### config.mk
export PLATFORM = sky130hd
export DESIGN_NAME = lfs_sweep
export DESIGN_NICKNAME = d
export VERILOG_FILES = /design/src/hw/lfs_pkg.sv /design/src/hw/lfs_timer_if.sv /design/src/hw/lfs_rate_timer.sv /design/src/hw/lfs_sweep.sv
export SDC_FILE = /design/constraint.sdc
export NUM_CORES = 1
export LEC_CHECK = 0
export BUFFER_PORTS_ARGS = -buffer_cell sky130_fd_sc_hd__buf_4
export CAP_MARGIN = 15
export CORE_MARGIN = 2
export CORE_UTILIZATION = 32
export CTS_CLUSTER_DIAMETER = 120
export DETAILED_ROUTE_END_ITERATION = 12
export PLACE_DENSITY = 0.48
export RECOVER_POWER = 100
export SETUP_SLACK_MARGIN = 0.2
export SLEW_MARGIN = 20
export SYNTH_ARGS = -nofsm -noshare
export SYNTH_HDL_FRONTEND = slang
export SYNTH_HIERARCHICAL = 1
export SYNTH_SLANG_ARGS = --single-unit
### constraint.sdc
create_clock -name clk_sys_i -period 18.15 [get_ports clk_sys_i]
set_input_delay 0.9075 -clock clk_sys_i [delete_from_list [all_inputs] [get_ports clk_sys_i]]
set_output_delay 0.9075 -clock clk_sys_i [all_outputs]
set_load 0.02 [all_outputs]
### src/hw/lfs_pkg.sv
package lfs_pkg;

    // Register bus geometry
    localparam int          LFS_ADDR_W        = 4;
    localparam int          LFS_DATA_W        = 32;
    localparam int          LFS_RATE_W        = 8;

    // Register indices on the plain register port
    localparam logic [3:0]  LFS_REG_CTRL      = 4'h0;
    localparam logic [3:0]  LFS_REG_START     = 4'h1;
    localparam logic [3:0]  LFS_REG_END       = 4'h2;
    localparam logic [3:0]  LFS_REG_RSTEP     = 4'h3;
    localparam logic [3:0]  LFS_REG_FSTEP     = 4'h4;
    localparam logic [3:0]  LFS_REG_RATES     = 4'h5;
    localparam logic [3:0]  LFS_REG_FREQ      = 4'h6;
    localparam logic [3:0]  LFS_REG_STATUS    = 4'h7;

    // Control register bit positions
    localparam int          LFS_BIT_SWEEP_EN  = 21;
    localparam int          LFS_BIT_FORCE_LD  = 15;
    localparam int          LFS_BIT_NO_DWELL  = 2;

    // Rate register field positions
    localparam int          LFS_RISE_RATE_LSB = 0;
    localparam int          LFS_FALL_RATE_LSB = 8;
    localparam int          LFS_RATES_W       = 16;

    // Reset values
    localparam logic [31:0] LFS_CTRL_RESET    = 32'h0000_0000;
    localparam logic [31:0] LFS_WORD_RESET    = 32'h0000_0000;
    localparam logic [15:0] LFS_RATES_RESET   = 16'h0000;

    // Timing: sync output clock toggles once per enabled system cycle
    localparam int          LFS_CLK_PERIOD_NS = 8;
    localparam int          LFS_SYNC_DIV      = 2;

    typedef enum logic [2:0] {
        LFS_ST_SINGLE = 3'b000,
        LFS_ST_RISE   = 3'b001,
        LFS_ST_TOP    = 3'b010,
        LFS_ST_FALL   = 3'b011,
        LFS_ST_BOTTOM = 3'b100
    } lfs_state_t;

endpackage

### src/hw/lfs_timer_if.sv
`timescale 1ns/1ps
interface lfs_timer_if #(
    parameter int RATE_W = 8
);
    logic              run;
    logic              force_load;
    logic [RATE_W-1:0] load_value;
    logic [RATE_W-1:0] reload_value;
    logic              tick;

    modport timer (
        input  run,
        input  force_load,
        input  load_value,
        input  reload_value,
        output tick
    );

    modport ctrl (
        output run,
        output force_load,
        output load_value,
        output reload_value,
        input  tick
    );
endinterface

### src/hw/lfs_rate_timer.sv
`timescale 1ns/1ps
module lfs_rate_timer #(
    parameter int RATE_W = 8
) (
    input  wire logic   clk_sys_i,
    input  wire logic   reset_i,
    input  wire logic   ce_i,
    lfs_timer_if.timer  tmr
);

    if (RATE_W < 1 || RATE_W > 16) begin : g_chk
        $error("lfs_rate_timer: RATE_W must be 1..16");
    end

    logic [RATE_W-1:0] count;
    logic [RATE_W-1:0] next_count;
    logic              at_one;

    // A rate word of zero behaves as one: a step every cycle
    assign at_one   = (count <= RATE_W'(1));
    // Run and forced-load gating stay with the caller, so no loop closes through it
    assign tmr.tick = at_one;

    always_comb begin
        next_count = count;
        if (tmr.force_load) begin
            next_count = tmr.load_value;
        end else if (tmr.run) begin
            if (at_one) begin
                next_count = tmr.reload_value;
            end else begin
                next_count = count - RATE_W'(1);
            end
        end
    end

    always_ff @(posedge clk_sys_i or posedge reset_i) begin
        if (reset_i) begin
            count <= '0;
        end else if (ce_i) begin
            count <= next_count;
        end
    end

endmodule

### src/hw/lfs_sweep.sv
// Operation
// - Sweep only while enable bit 21 set
// - Up: add rising step per rising rate
// - Down: subtract falling step per falling rate
// - Pin rise: rising sweep, load rising rate
// - Up stops at end word, holds
// - Pin fall: falling sweep, hold at start
// - No-dwell: at end jump to start
// - No-dwell: up only, falls ignored
// - Transfers only on strobe rising edge
// - Reset leaves single tone, sweep off
// - Timer counts to one, then reloads
// - Bit 15: strobe force-loads timer
// - Enable set force-loads timer
// - Strobe sampled on sync clock rise
`timescale 1ns/1ps
module lfs_sweep
    import lfs_pkg::*;
(
    input  wire logic                  clk_sys_i,
    input  wire logic                  reset_i,
    input  wire logic                  ce_i,
    input  wire logic [LFS_ADDR_W-1:0] reg_addr_i,
    input  wire logic [LFS_DATA_W-1:0] reg_wdata_i,
    input  wire logic                  reg_wr_i,
    input  wire logic                  reg_rd_i,
    output logic      [LFS_DATA_W-1:0] reg_rdata_o,
    input  wire logic                  profile_select_0_i,
    input  wire logic                  register_transfer_strobe_i,
    output logic                       sync_output_clock_o,
    output logic      [LFS_DATA_W-1:0] freq_word_o,
    output logic                       sweeping_o
);

    // Buffered (software-facing) copies
    logic [31:0]            buf_ctrl;
    logic [31:0]            buf_start;
    logic [31:0]            buf_end;
    logic [31:0]            buf_rstep;
    logic [31:0]            buf_fstep;
    logic [LFS_RATES_W-1:0] buf_rates;
    logic [31:0]            next_buf_ctrl;
    logic [31:0]            next_buf_start;
    logic [31:0]            next_buf_end;
    logic [31:0]            next_buf_rstep;
    logic [31:0]            next_buf_fstep;
    logic [LFS_RATES_W-1:0] next_buf_rates;

    // Working copies that steer the sweep
    logic [31:0]            control_function_reg_one;
    logic [31:0]            start_tuning_word;
    logic [31:0]            end_tuning_word;
    logic [31:0]            rising_step_word;
    logic [31:0]            falling_step_word;
    logic [LFS_RATES_W-1:0] rate_words;
    logic [31:0]            next_control_function_reg_one;
    logic [31:0]            next_start_tuning_word;
    logic [31:0]            next_end_tuning_word;
    logic [31:0]            next_rising_step_word;
    logic [31:0]            next_falling_step_word;
    logic [LFS_RATES_W-1:0] next_rate_words;

    logic [31:0]            next_reg_rdata;
    logic                   next_sync_output_clock;
    logic                   strobe_prev;
    logic                   next_strobe_prev;
    logic                   transfer;

    lfs_state_t             state;
    lfs_state_t             next_state;
    logic [31:0]            acc;
    logic [31:0]            next_acc;
    logic                   ps0_prev;
    logic                   enable_prev;
    logic                   next_sweeping;

    logic [LFS_RATE_W-1:0]  rising_rate_word;
    logic [LFS_RATE_W-1:0]  falling_rate_word;
    logic                   sweep_en;
    logic                   no_dwell;
    logic                   force_on_xfer;
    logic                   ps0_rise;
    logic                   ps0_fall;
    logic [32:0]            up_sum;
    logic [32:0]            down_diff;

    lfs_timer_if #(.RATE_W(LFS_RATE_W)) tmr_if ();

    lfs_rate_timer #(
        .RATE_W (LFS_RATE_W)
    ) u_timer (
        .clk_sys_i (clk_sys_i),
        .reset_i   (reset_i),
        .ce_i      (ce_i),
        .tmr       (tmr_if.timer)
    );

    assign rising_rate_word  = rate_words[LFS_RISE_RATE_LSB +: LFS_RATE_W];
    assign falling_rate_word = rate_words[LFS_FALL_RATE_LSB +: LFS_RATE_W];
    assign sweep_en          = control_function_reg_one[LFS_BIT_SWEEP_EN];
    assign no_dwell          = control_function_reg_one[LFS_BIT_NO_DWELL];
    assign force_on_xfer     = control_function_reg_one[LFS_BIT_FORCE_LD];
    assign ps0_rise          = profile_select_0_i && !ps0_prev;
    assign ps0_fall          = !profile_select_0_i && ps0_prev;
    assign up_sum            = {1'b0, acc} + {1'b0, rising_step_word};
    assign down_diff         = {1'b0, acc} - {1'b0, falling_step_word};

    // Strobe is looked at only when the sync clock is about to rise
    assign transfer = !sync_output_clock_o && register_transfer_strobe_i && !strobe_prev;

    always_comb begin
        next_buf_ctrl                 = buf_ctrl;
        next_buf_start                = buf_start;
        next_buf_end                  = buf_end;
        next_buf_rstep                = buf_rstep;
        next_buf_fstep                = buf_fstep;
        next_buf_rates                = buf_rates;
        next_control_function_reg_one = control_function_reg_one;
        next_start_tuning_word        = start_tuning_word;
        next_end_tuning_word          = end_tuning_word;
        next_rising_step_word         = rising_step_word;
        next_falling_step_word        = falling_step_word;
        next_rate_words               = rate_words;
        next_reg_rdata                = '0;
        next_sync_output_clock        = !sync_output_clock_o;
        next_strobe_prev              = strobe_prev;
        if (!sync_output_clock_o) begin
            next_strobe_prev = register_transfer_strobe_i;
        end
        if (reg_wr_i) begin
            unique case (reg_addr_i)
                LFS_REG_CTRL:  next_buf_ctrl  = reg_wdata_i;
                LFS_REG_START: next_buf_start = reg_wdata_i;
                LFS_REG_END:   next_buf_end   = reg_wdata_i;
                LFS_REG_RSTEP: next_buf_rstep = reg_wdata_i;
                LFS_REG_FSTEP: next_buf_fstep = reg_wdata_i;
                LFS_REG_RATES: next_buf_rates = reg_wdata_i[LFS_RATES_W-1:0];
                default:       next_buf_ctrl  = buf_ctrl;
            endcase
        end
        if (reg_rd_i) begin
            unique case (reg_addr_i)
                LFS_REG_CTRL:   next_reg_rdata = buf_ctrl;
                LFS_REG_START:  next_reg_rdata = buf_start;
                LFS_REG_END:    next_reg_rdata = buf_end;
                LFS_REG_RSTEP:  next_reg_rdata = buf_rstep;
                LFS_REG_FSTEP:  next_reg_rdata = buf_fstep;
                LFS_REG_RATES:  next_reg_rdata = {16'h0000, buf_rates};
                LFS_REG_FREQ:   next_reg_rdata = acc;
                LFS_REG_STATUS: next_reg_rdata = {28'h0000000, sweeping_o, state};
                default:        next_reg_rdata = '0;
            endcase
        end
        // Profile pin toggles never reach this path
        if (transfer) begin
            next_control_function_reg_one = buf_ctrl;
            next_start_tuning_word        = buf_start;
            next_end_tuning_word          = buf_end;
            next_rising_step_word         = buf_rstep;
            next_falling_step_word        = buf_fstep;
            next_rate_words               = buf_rates;
        end
    end

    always_ff @(posedge clk_sys_i or posedge reset_i) begin
        if (reset_i) begin
            buf_ctrl                 <= LFS_CTRL_RESET;
            buf_start                <= LFS_WORD_RESET;
            buf_end                  <= LFS_WORD_RESET;
            buf_rstep                <= LFS_WORD_RESET;
            buf_fstep                <= LFS_WORD_RESET;
            buf_rates                <= LFS_RATES_RESET;
            control_function_reg_one <= LFS_CTRL_RESET;
            start_tuning_word        <= LFS_WORD_RESET;
            end_tuning_word          <= LFS_WORD_RESET;
            rising_step_word         <= LFS_WORD_RESET;
            falling_step_word        <= LFS_WORD_RESET;
            rate_words               <= LFS_RATES_RESET;
            reg_rdata_o              <= '0;
            sync_output_clock_o      <= 1'b0;
            strobe_prev              <= 1'b0;
        end else if (ce_i) begin
            buf_ctrl                 <= next_buf_ctrl;
            buf_start                <= next_buf_start;
            buf_end                  <= next_buf_end;
            buf_rstep                <= next_buf_rstep;
            buf_fstep                <= next_buf_fstep;
            buf_rates                <= next_buf_rates;
            control_function_reg_one <= next_control_function_reg_one;
            start_tuning_word        <= next_start_tuning_word;
            end_tuning_word          <= next_end_tuning_word;
            rising_step_word         <= next_rising_step_word;
            falling_step_word        <= next_falling_step_word;
            rate_words               <= next_rate_words;
            reg_rdata_o              <= next_reg_rdata;
            sync_output_clock_o      <= next_sync_output_clock;
            strobe_prev              <= next_strobe_prev;
        end
    end

    // Sweep engine
    always_comb begin
        next_state              = state;
        next_acc                = acc;
        tmr_if.run              = sweep_en;
        tmr_if.force_load       = 1'b0;
        tmr_if.load_value       = profile_select_0_i ? rising_rate_word : falling_rate_word;
        tmr_if.reload_value     = (state == LFS_ST_FALL) ? falling_rate_word : rising_rate_word;
        if (state == LFS_ST_TOP || state == LFS_ST_BOTTOM) begin
            tmr_if.reload_value = profile_select_0_i ? rising_rate_word : falling_rate_word;
        end
        if (!sweep_en) begin
            next_state = LFS_ST_SINGLE;
            next_acc   = start_tuning_word;
        end else if (!enable_prev) begin
            next_state        = LFS_ST_BOTTOM;
            next_acc          = start_tuning_word;
            tmr_if.force_load = 1'b1;
        end else begin
            if (transfer && force_on_xfer) begin
                tmr_if.force_load = 1'b1;
            end
            if (ps0_rise) begin
                next_state        = LFS_ST_RISE;
                tmr_if.force_load = 1'b1;
                tmr_if.load_value = rising_rate_word;
            end else if (ps0_fall && !no_dwell) begin
                next_state        = LFS_ST_FALL;
                tmr_if.force_load = 1'b1;
                tmr_if.load_value = falling_rate_word;
            end else if (tmr_if.tick && !tmr_if.force_load) begin
                unique case (state)
                    LFS_ST_RISE: begin
                        // Clamp guards against stepping past the end word
                        if (up_sum[32] || up_sum[31:0] >= end_tuning_word) begin
                            if (no_dwell) begin
                                next_acc   = start_tuning_word;
                                next_state = LFS_ST_BOTTOM;
                            end else begin
                                next_acc   = end_tuning_word;
                                next_state = LFS_ST_TOP;
                            end
                        end else begin
                            next_acc = up_sum[31:0];
                        end
                    end
                    LFS_ST_FALL: begin
                        if (down_diff[32] || down_diff[31:0] <= start_tuning_word) begin
                            next_acc   = start_tuning_word;
                            next_state = LFS_ST_BOTTOM;
                        end else begin
                            next_acc = down_diff[31:0];
                        end
                    end
                    LFS_ST_SINGLE,
                    LFS_ST_TOP,
                    LFS_ST_BOTTOM: next_acc = acc;
                    default:       next_state = LFS_ST_SINGLE;
                endcase
            end
        end
        next_sweeping = (next_state == LFS_ST_RISE) || (next_state == LFS_ST_FALL);
    end

    always_ff @(posedge clk_sys_i or posedge reset_i) begin
        if (reset_i) begin
            state       <= LFS_ST_SINGLE;
            acc         <= LFS_WORD_RESET;
            ps0_prev    <= 1'b0;
            enable_prev <= 1'b0;
            sweeping_o  <= 1'b0;
        end else if (ce_i) begin
            state       <= next_state;
            acc         <= next_acc;
            ps0_prev    <= profile_select_0_i;
            enable_prev <= sweep_en;
            sweeping_o  <= next_sweeping;
        end
    end

    assign freq_word_o = acc;

endmodule

==> run metrics, run 1 <==
boundary pin count 109; Critical Path RT 18.61 ns; element type at the critical path start input pin; antenna-violating nets left 0; grt total ovfl 0; Detailed Place HPWL 63.31 mm; Post-Synthesis Net Count 2489; Synth Area in Adders 7.247%; max-cap check violation count 16; Slew Viols, Final 916; Slew @ Worst Pin 9.042 ns; first-pass GRT wire length 129.4 mm; clock buffer depth 3; area growth from synthesis to layout 13.10%; Net Sw Frac 47.70%; CTS-repair resized insts 0; Total Routed Length 88.15 mm; Yosys Warn Count 6; Critical Path End Type flop; Root Buffer clkbuf_16; Tmin final 10.42 ns; Iter 0 DRT Violations 1889; All-Layer GR Usage 23.55%; Lkg Pwr 11.35 nW; Core Region 71360 µm²; FMAX 0.09592 GHz; Seq/Total Area, Yosys 43.85%; mux contribution to synthesized area 12.97%; Synth Instances 2314; Synth Register Bits 403; vias post-DR 18.92k; Avg WL per Cell 26.19 µm; vias in the first global route 18.86k; Post-layout nets 2558; ys async rst share 100.0%; Synth cell types 80; Max FO, Critical Path 192; initial antenna violation count 1; Post-synth EDFFs 0; cell area after layout 26010 µm²; clock share of power 16.8%; clock skew 0.02459 ns; Syn Area/Cell 9.939 µm²; Crit Path Class in2reg; Post-Synthesis Cell Area 23000 µm²; Die ar. 74030 µm²; Chip Width 272.1 µm; utilization after layout 36.45%; flop2flop setup slack 8.56 ns; CTS Sinks 403; PD cells 222.8 nW/µm²; maximum VDD drop 142.0 µV; simple-gate share of the synthesized area 9.515%; sequential power share 25.5%; total CTS buffers 47; Reg clk slew, reported paths 0.06 ns; Slew headroom -502.8%; placed cell areas 24840 µm²; Chip Height 272.1 µm; Via density 5.619; post-CTS setup buffers 0; Logic pwr share 57.7%; DR pass1 iterations 6; DRC errors left 0; Fin. Hold Viols 0; Hold WC Path Type in2async; H-tree Lvls 2; CTS tree done; fin crit share 57.44%; layout cells sized above 1 17.39%; overall power 0.005795 W; Worst-Skew Late Latency 0.60 ns; status finished, violations left; cell row count 98; Net Sw Power 0.002764 W; CP arrival 10.89 ns; RSZ-0062 raised after global routing false; multi-input logic area 11780 µm²; Fillers 7254; violated checks capacitance limit, slew limit; Buffers on Ports 108; final estimated routing congestion in global placement 0.9004; largest net degree at the start of global routing 193; Final Setup Violations 0; Synth Area in XOR/XNOR 2.361%; main combinational cell family by area after synthesis compound AO/OA/AOI/OAI gates; Initial Utilization 32.23%; Internal Dissipation 0.003031 W; Primary FF master, synth dfrtp_1; register area 10090 µm²; post-synthesis compound-gate area fraction 19.12%; CTS Hold Bufs 0; TNS Setup 0 ns
-- final timing paths --
kind	cells past startpoint	end	from
worst max-delay path	6	rising_step_word[17]$_DFFE_PP0P_	ce_i
worst min-delay path	2	u_timer/count[0]$_DFFE_PP0P_	reset_i
worst max register to register	5	rising_step_word[17]$_DFFE_PP0P_	sync_output_clock_o$_DFFE_PP0P_
worst min register to register	2	falling_step_word[9]$_DFFE_PP0P_	buf_fstep[9]$_DFFE_PP0P_
max in group asynchronous	4	end_tuning_word[9]$_DFFE_PP0P_	reset_i
min in group clk_sys_i	2	falling_step_word[9]$_DFFE_PP0P_	buf_fstep[9]$_DFFE_PP0P_
-- power groups by stage --
| stage | logic (W) | registers (W) | clock network [W] |
|---|---|---|---|
| after floorplan | 0.00234 | 0.00140 | 0 |
| after global placement | 0.00331 | 0.00148 | 0 |
| after detailed placement | 0.00332 | 0.00149 | 0 |
| after CTS | 0.00334 | 0.00147 | 0.000995 |
| after global routing | 0.00367 | 0.00152 | 0.00103 |
| final | 0.00334 | 0.00148 | 0.000973 |
-- kinds of logic (layout without fill, tap and decap cells) --
family	after synthesis	after routing
AO/OA/AOI/OAI	689	689
AND/OR/NAND/NOR	471	471
flip-flops	403	403
buffers and inverters	290	391
multiplexers	267	267
adder cells (fa/ha/maj)	132	132
XOR/XNOR	62	62
other	0	1
-- synthesized netlist by cell type, drive strengths merged, types with 6 or more instances --
cell,number,area share [%]
ha,130,7.1
o2bb2ai,10,0.38
buf,38,0.77
o21a,6,0.20
nor2b,12,0.33
nand3,25,0.54
a222oi,7,0.30
and2,7,0.20
a22oi,76,2.5
o22ai,58,1.6
mux2i,19,0.83
a21oi,151,3.3
a31oi,17,0.46
xor2,22,0.84
and3,28,0.76
a221o,11,0.48
mux2,248,12
a211oi,12,0.44
inv,161,2.6
nor3,28,0.65
o31ai,6,0.28
nand2,222,3.6
o21ai,199,4.3
nand4,19,0.52
a22o,6,0.23
nor2,86,1.4
o21bai,9,0.29
a21o,24,0.78
o211ai,30,0.98
xnor2,40,1.5
nor4,6,0.16
a221oi,20,0.76
dfrtp,403,44
o221ai,13,0.50
nand2b,14,0.38
clkbuf,90,1.5
-- critical path: stages --
cell	delay, ns
clkbuf_1	0.93
nand2b_1	0.18
nor3b_1	0.24
clkbuf_1	6.27
clkbuf_1	1.77
mux2_2	0.45
-- cell type report --
type / instances / area share [%]
inverter: 162 / 2.391
multi-input combinational: 1621 / 45.29
sequential: 403 / 38.78
timing repair buffer: 148 / 3.050
clock buffer: 65 / 5.128
clock inverter: 16 / 0.7889
tap: 950 / 4.570
antenna: 1 / 0.009620
-- metrics by stage --
| step | hold slack [ns] | std cells | setup WS, ns |
|---|---|---|---|
| finish | 0.2805 | 3366 | 7.725 |
| global route | 0.2979 | 3365 | 6.839 |
| CTS | 0.2951 | 3365 | 10.97 |
| detailed placement | 0.4953 | 3284 | 11.00 |
| global placement | 0.4888 | 3283 | 10.93 |
| floorplan | 0.4637 | 2314 | 6.260 |
-- sequential cells by signal, summed over array words and instances, names as in the netlist --
register	cells
buf_rates	16
enable_prev	1
buf_end	32
buf_fstep	32
buf_ctrl	32
buf_rstep	32
start_tuning_word	32
state	3
falling_step_word	32
rate_words	16
sync_output_clock_o	1
reg_rdata_o	32
end_tuning_word	32
strobe_prev	1
sweeping_o	1
control_function_reg_one	3
rising_step_word	32
ps0_prev	1
freq_word_o	32
u_timer/count	8
buf_start	32
-- layout by cell type, fill, tap and decap left out, types with 7 or more instances in the layout --
cell type,Yosys,layout
and3_1,28,24
a21o_1,24,24
o221ai_1,13,13
a222oi_1,7,7
o21ai_0,188,193
dfrtp_1,403,402
clkbuf_1,90,93
mux2i_1,19,19
clkbuf_8,0,9
o2bb2ai_1,10,10
nor3_1,26,24
a221oi_1,20,20
o211ai_1,30,30
a211oi_1,10,11
mux2_2,248,248
nor2_1,84,78
a22oi_1,76,76
a221o_1,11,11
o22ai_1,58,58
nand3_1,25,25
o21bai_1,9,9
inv_1,161,160
clkbuf_16,0,47
nand2_1,221,221
nand4_1,19,19
a31oi_1,17,17
xor2_1,22,22
xnor2_1,40,40
buf_4,3,63
a21oi_1,149,150
nor2_2,1,7
ha_1,130,130
nand2b_1,14,14
clkinv_2,0,8
nor2b_1,12,12
-- per-layer routing --
layer / routed length (µm) / vias to the layer above / global-route usage, %
li1: - / 8559 / -
met5: 0 / - / 0
met3: 4320 / 145 / 3.156
met4: 4025 / 0 / 9.948
met2: 41600 / 591 / 38.94
met1: 38200 / 9620 / 30.98
Power figures use the tool's default switching activity.
==> inputs of run 2 (changes only) <==
ABC_AREA = 1   (was unset)
clock period = 10.03 ns   (was 18.15 ns; I/O delays follow)
==> run metrics, run 2 <==
All-Layer GR Usage 22.87% (-0.68 points); violated checks capacitance limit, slew limit; DRC errors left 0 (unchanged); vias post-DR 21.28k (+12%); cell row count 99 (+1.0%); Fillers 7798 (+7.5%); sequential power share 28.4% (+2.9 points); Slew headroom -187.4% (+320 points); first-pass GRT wire length 132.6 mm (+2.5%); post-synth top area share 42.44% (-1.4 points); CP arrival 6.85 ns (-4.04 ns); Net Sw Frac 47.22% (-0.48 points); placed cells 4140 (+26%); Net Sw Power 0.004207 W (+52%); Slew @ Worst Pin 4.311 ns (-4.732 ns); most common cell after layout, fill and taps aside nand2_1; Max FO, Critical Path 36 (-81%); total CTS buffers 45 (-4.3%); Lkg Pwr 13.02 nW (+15%); Worst-Skew Late Latency 0.60 ns (about the same); boundary pin count 109 (unchanged); placed cell areas 25510 µm² (+2.7%); non-filler cells, final 4223 (+25%); Crit Path Class reg2reg; CTS Hold Bufs 1 (+1); Iter 0 DRT Violations 1980 (+4.8%); Post-Synthesis Cell Area 23760 µm² (+3.3%); status finished, violations left; Primary FF master, synth dfrtp_1; Syn Area/Cell 7.500 µm² (-25%); final estimated routing congestion in global placement 0.9378 (+4.2%); TNS Setup 0 ns (unchanged); layout cells sized above 1 5.607% (-12 points); Internal Dissipation 0.004702 W (+55%); Synth Register Bits 403 (unchanged); Slowest-stage cell, CP clkbuf_1; CTS Sinks 403 (unchanged); Chip Width 276.5 µm (+1.6%); cell area after layout 26820 µm² (+3.1%); clock share of power 20.8% (+4.0 points); clock buffer depth 3 (unchanged); Fin Hold WS 0.1966 ns (-0.08391 ns); Synth Instances 3168 (+37%); Tmin final 6.321 ns; fin crit share 63.02%; Post-synth EDFFs 0 (unchanged); initial antenna violation count 7 (+6); H-tree Lvls 2 (unchanged); antenna-violating nets left 0 (unchanged); Hold WC Path Type in2reg; Reg clk slew, reported paths 0.06 ns (about the same); CTS-repair resized insts 0 (unchanged); WP buf/inv 4 (+1); Synth top cells by count nand2_1 (876), inv_1 (432), o21ai_0 (416); Logic pwr share 50.8% (-6.9 points); post-CTS setup buffers 0 (unchanged); Crit path largest cell delay 1.10 ns (-5.17 ns); cell mode on critical path nand2_1; Initial Utilization 32.46% (+0.23 points); Avg WL per Cell 20.85 µm (-20%); vias in the first global route 20.16k (+6.9%); Root Buffer clkbuf_16; Fin. Hold Viols 0 (unchanged); ys async rst share 100.0% (unchanged); RSZ-0062 raised after global routing false; area growth from synthesis to layout 12.86%; Synth area leader dfrtp_1; Chip Height 276.5 µm (+1.6%); max-cap check violation count 14 (-2); Via density 5.038 (-10%); maximum VDD drop 163.3 µV (+15%); Buffers on Ports 108 (unchanged); largest net degree at the start of global routing 198 (+2.6%); FMAX 0.1582 GHz; Ant. Diodes 0 (-1); Synth cell types 56 (-30%); Critical Path RT 10.56 ns (-8.05 ns); PD cells 332.2 nW/µm² (+49%); delay-heaviest family, CP simple AND/OR/NAND/NOR gates; Detailed Place HPWL 66.54 mm (+5.1%); Core Region 73210 µm² (+2.6%); Critical Path End Type flop; most frequent cells in the layout nand2_1 (876), inv_1 (431), o21ai_0 (430); Synth area leaders dfrtp_1 (42%), nand2_1 (14%), o21ai_0 (8.8%), ha_1 (6.8%), inv_1 (6.8%); Post-Synthesis Net Count 3343 (+34%); clock skew 0.02098 ns (-0.003616 ns); most numerous cell in the Yosys netlist nand2_1; element type at the critical path start flop; DR pass1 iterations 5 (-1); Total Routed Length 88.06 mm (-0.10%); Seq/Total Area, Yosys 42.44% (-1.4 points); CTS tree done; Yosys Warn Count 6 (unchanged); Die ar. 76450 µm² (+3.3%); grt total ovfl 0 (unchanged); Final Setup Violations 0 (unchanged); Post-layout nets 3404 (+33%); Slew Viols, Final 683 (-25%)
==> run 2: routing by layer <==
layer  part of all wire, %  up-vias  track usage, %
met3                   6.6       76           3.811
met2                    40      620           31.69
li1                      -    10472               -
met4                   1.6        2           4.358
met1                    52    10105           36.64
met5                0.0091        -               0
==> run 2: worst reg2reg max path: stages, from the launching register on <==
cell      delay (ns)
dfrtp_1         0.44
inv_1           0.15
fa_1            0.47
nand3b_1        0.17
nand2_1         0.12
a21oi_1         0.15
o21ai_0         0.46
nand2_1         0.10
nand2_1         0.16
nand2_1         0.09
nand2_1         0.07
nand2_1         0.05
nand2_1         0.09
inv_1           0.05
ha_1            0.26
nand2_1         0.06
nor2_1          0.14
nand2_1         0.10
nor2_1          0.15
nand4_1         0.10
nand4_1         0.52
clkbuf_1        1.10
inv_1           0.69
a21oi_1         0.29
o21ai_0         0.11
nand2_1         0.09
nand2_1         0.05
nand2_1         0.05
==> run 2: cell families (layout without fill, tap and decap cells) <==
kind of cell             count (synthesis)  after routing  share of synthesized area [%]
buffers and inverters                  568            664                          9.283
XOR/XNOR                                50             50                          1.843
AO/OA/AOI/OAI                          788            788                          18.30
flip-flops                             403            403                          42.44
adder cells (fa/ha/maj)                132            132                          7.014
multiplexers                             9              9                         0.4213
AND/OR/NAND/NOR                       1218           1218                          20.69
==> run 2: worst paths after layout <==
kind | startpoint | slack, ns | endpoint | cells past startpoint
hold reg to reg | buf_fstep[28]$_DFFE_PP0P_ | 0.48 | buf_fstep[28]$_DFFE_PP0P_ | 2
setup reg to reg | freq_word_o[1]$_DFFE_PP0P_ | 3.71 | freq_word_o[17]$_DFFE_PP0P_ | 27
hold / removal | register_transfer_strobe_i | 0.20 | strobe_prev$_DFFE_PP0P_ | 3
max in group asynchronous | reset_i | 4.40 | buf_rstep[17]$_DFFE_PP0P_ | 5
min in group asynchronous | reset_i | 0.45 | u_timer/count[0]$_DFFE_PP0P_ | 3
setup / recovery | freq_word_o[1]$_DFFE_PP0P_ | 3.71 | freq_word_o[17]$_DFFE_PP0P_ | 27
==> run 2: final cells by class <==
type,count,area [µm²],area share (%)
multi-input combinational,2197,11460,42.75
sequential,403,10090,37.61
inverter,447,1683,6.275
clock buffer,60,1313,4.894
tap,959,1200,4.474
timing repair buffer,135,730.7,2.725
clock inverter,22,341.6,1.274
==> run 2: stage by stage <==
stage	power, W	util, %	setup WS [ns]
after global placement	0.007087	34.85	5.099
after global routing	0.009699	36.63	3.175
after detailed placement	0.007092	34.85	5.015
after CTS	0.008978	37.12	5.008
after floorplan	0.005694	-	4.213
final	0.008909	36.63	3.709
==> run 2: power by group through the flow <==
| stage | combinational (W) | sequential [W] | clock (W) |
|---|---|---|---|
| finish | 0.00453 | 0.00253 | 0.00185 |
| global route | 0.00518 | 0.00257 | 0.00195 |
| CTS | 0.00459 | 0.00250 | 0.00189 |
| detailed placement | 0.00456 | 0.00253 | 0 |
| global placement | 0.00457 | 0.00252 | 0 |
| floorplan | 0.00334 | 0.00235 | 0 |
==> inputs of run 3 (changes only) <==
ABC_AREA = 0   (was 1)
clock period = 6.42 ns   (was 10.03 ns; I/O delays follow)
==> run metrics, run 3 (synthesis results as in run 1) <==
violated checks capacitance limit, slew limit; Max FO, Critical Path 8 (-78%); vias post-DR 18.93k (-11%); clock buffer depth 3 (unchanged); Root Buffer clkbuf_16; non-filler cells, final 3385 (-20%); TNS Setup 0 ns (unchanged); Core Region 71360 µm² (-2.5%); cell row count 98 (-1.0%); CTS Sinks 403 (unchanged); Critical Path RT 6.89 ns (-3.67 ns); Critical Path End Type flop; area growth from synthesis to layout 13.75%; maximum VDD drop 501.2 µV (+210%); element type at the critical path start flop; final estimated routing congestion in global placement 0.9283 (-1.0%); most frequent cells in the layout dfrtp_1 (402), mux2_2 (248), nand2_1 (221); DRC errors left 0 (unchanged); Fin. Hold Viols 0 (unchanged); CP arrival 6.46 ns (-0.39 ns); layout cells sized above 1 17.66% (+12 points); Final Setup Violations 0 (unchanged); Total Routed Length 87.58 mm (-0.55%); H-tree Lvls 2 (unchanged); Avg WL per Cell 25.87 µm (+24%); utilization after layout 36.66% (about the same); Post-layout nets 2577 (-24%); Ant. Diodes 0 (unchanged); grt total ovfl 0 (unchanged); Hold WC Path Type in2reg; Chip Width 272.1 µm (-1.6%); All-Layer GR Usage 23.29% (+0.42 points); fin crit share 93.34% (+30 points); DR pass1 iterations 5 (unchanged); PD cells 623.2 nW/µm² (+88%); Worst-Skew Late Latency 0.60 ns (about the same); status finished, violations left; antenna-violating nets left 0 (unchanged); Tmin final 5.992 ns (-0.3287 ns); Slew @ Worst Pin 3.756 ns (-0.5543 ns); Chip Height 272.1 µm (-1.6%); max-cap check violation count 12 (-2); crit-path cells ha_1, a21o_1, a221oi_1, and3_1, and2_0, o31ai_2, a21oi_1, o21ai_0, xor2_1, ha_1, nand4_1, or4_1, o22ai_1, a21oi_1, o21ai_1, nor2_4, nand2_2, clkinvlp_2, buf_4, o2bb2ai_1, a221o_1; delay-heaviest family, CP compound AO/OA/AOI/OAI gates; initial antenna violation count 1 (-6); Via density 5.592 (+11%); Iter 0 DRT Violations 1729 (-13%); Reg clk slew, reported paths 0.06 ns (about the same); Slowest-stage cell, CP or4_1; Lkg Pwr 11.40 nW (-12%); Detailed Place HPWL 62.55 mm (-6.0%); first-pass GRT wire length 128.3 mm (-3.2%); most common cell after layout, fill and taps aside dfrtp_1; Initial Utilization 32.23% (-0.23 points); Die ar. 74030 µm² (-3.2%); CTS tree done; vias in the first global route 18.72k (-7.1%); Buffers on Ports 108 (unchanged); clock skew 0.02374 ns (+0.002765 ns); total CTS buffers 46 (+2.2%); Slew headroom -150.4% (+37 points); boundary pin count 109 (unchanged); RSZ-0062 raised after global routing false; WP buf/inv 2 (-2); Crit path largest cell delay 0.64 ns (-0.46 ns); largest net degree at the start of global routing 168 (-15%); FMAX 0.1669 GHz (+5.5%); placed cells 3286 (-21%); Fillers 7348 (-5.8%); Crit Path Class reg2reg; Slew Viols, Final 725 (+6.1%)
-- run 3: cell types whose count changed in the layout (fill, tap and decap cells not counted), moves of 19 or more --
cell,before,now
nand2_1,876,221
a21oi_1,196,149
nor2_1,186,79
a22oi_1,6,76
and3_1,2,28
o21ai_0,430,190
mux2_2,8,248
nand3_1,76,25
xnor2_1,21,40
inv_1,431,159
-- run 3: layout make-up --
| class | count | area [µm²] | area share, % |
|---|---|---|---|
| Multi-Input combinational cell | 1621 | 11840 | 45.24 |
| Sequential cell | 403 | 10090 | 38.55 |
| Clock buffer | 67 | 1301 | 4.974 |
| Tap cell | 950 | 1189 | 4.544 |
| Timing Repair Buffer | 168 | 999.7 | 3.822 |
| Inverter | 162 | 623.1 | 2.382 |
| Clock inverter | 14 | 126.4 | 0.4831 |
-- run 3: worst reg2reg max path: stages (launching register included) --
cell,delay [ns]
dfrtp_1,0.47
ha_1,0.41
a21o_1,0.23
a221oi_1,0.59
and3_1,0.30
and2_0,0.26
o31ai_2,0.14
a21oi_1,0.27
o21ai_0,0.15
xor2_1,0.18
ha_1,0.29
nand4_1,0.17
or4_1,0.64
o22ai_1,0.17
a21oi_1,0.06
o21ai_1,0.19
nor2_4,0.12
nand2_2,0.25
clkinvlp_2,0.29
buf_4,0.24
o2bb2ai_1,0.13
a221o_1,0.33
-- run 3: stage by stage --
stage | hold slack (ns) | power, W | setup WS [ns] | instance area (µm²)
6_report | 0.02347 | 0.01630 | 0.4277 | 26160
5_1_grt | 0.01922 | 0.01754 | 0.1134 | 26160
4_1_cts | 0.001887 | 0.01644 | 0.2314 | 26490
3_5_place_dp | 0.3585 | 0.01377 | 0.1377 | 24910
3_3_place_gp | 0.3567 | 0.01371 | 0.1916 | 24900
2_1_floorplan | 0.1367 | 0.01056 | 0.7832 | 23000
-- run 3: timing repair --
| item | in CTS | in global routing |
|---|---|---|
| hold endpoints to repair | 82 | 0 |
| pin swaps | 0 | 1 |
| resized for setup | 3 | 5 |
| hold buffers | 14 | 0 |
| setup endpoints to repair | 13 | 28 |
| setup buffers | 0 | 3 |
-- run 3: layer usage --
metal,wire [µm],global-route usage [%],vias to the layer above
li1,-,-,8586
met1,37800,30.61,9645
met2,42050,39.12,561
met3,3761,2.319,137
met4,3965,9.933,0
met5,0,0,-
-- run 3: path summary, 6_finish.rpt --
path / start / end / slack, ns / cells past startpoint
setup / recovery: freq_word_o[9]$_DFFE_PP0P_ / freq_word_o[9]$_DFFE_PP0P_ / 0.43 / 21
hold / removal: reg_wdata_i[20] / buf_end[20]$_DFFE_PP0P_ / 0.02 / 2
setup reg to reg: freq_word_o[9]$_DFFE_PP0P_ / freq_word_o[9]$_DFFE_PP0P_ / 0.43 / 21
hold reg to reg: buf_end[4]$_DFFE_PP0P_ / end_tuning_word[4]$_DFFE_PP0P_ / 0.50 / 2
max in group asynchronous: reset_i / buf_end[8]$_DFFE_PP0P_ / 1.42 / 5
min in group asynchronous: reset_i / u_timer/count[3]$_DFFE_PP0P_ / 0.31 / 3
-- run 3: where the power goes --
part | switching, W | total, W | internal, W
clock network | 0.00110 | 0.00258 | 0.00148
logic | 0.00584 | 0.00957 | 0.00373
registers | 0.000814 | 0.00415 | 0.00334
total | 0.00775 | 0.0163 | 0.00855
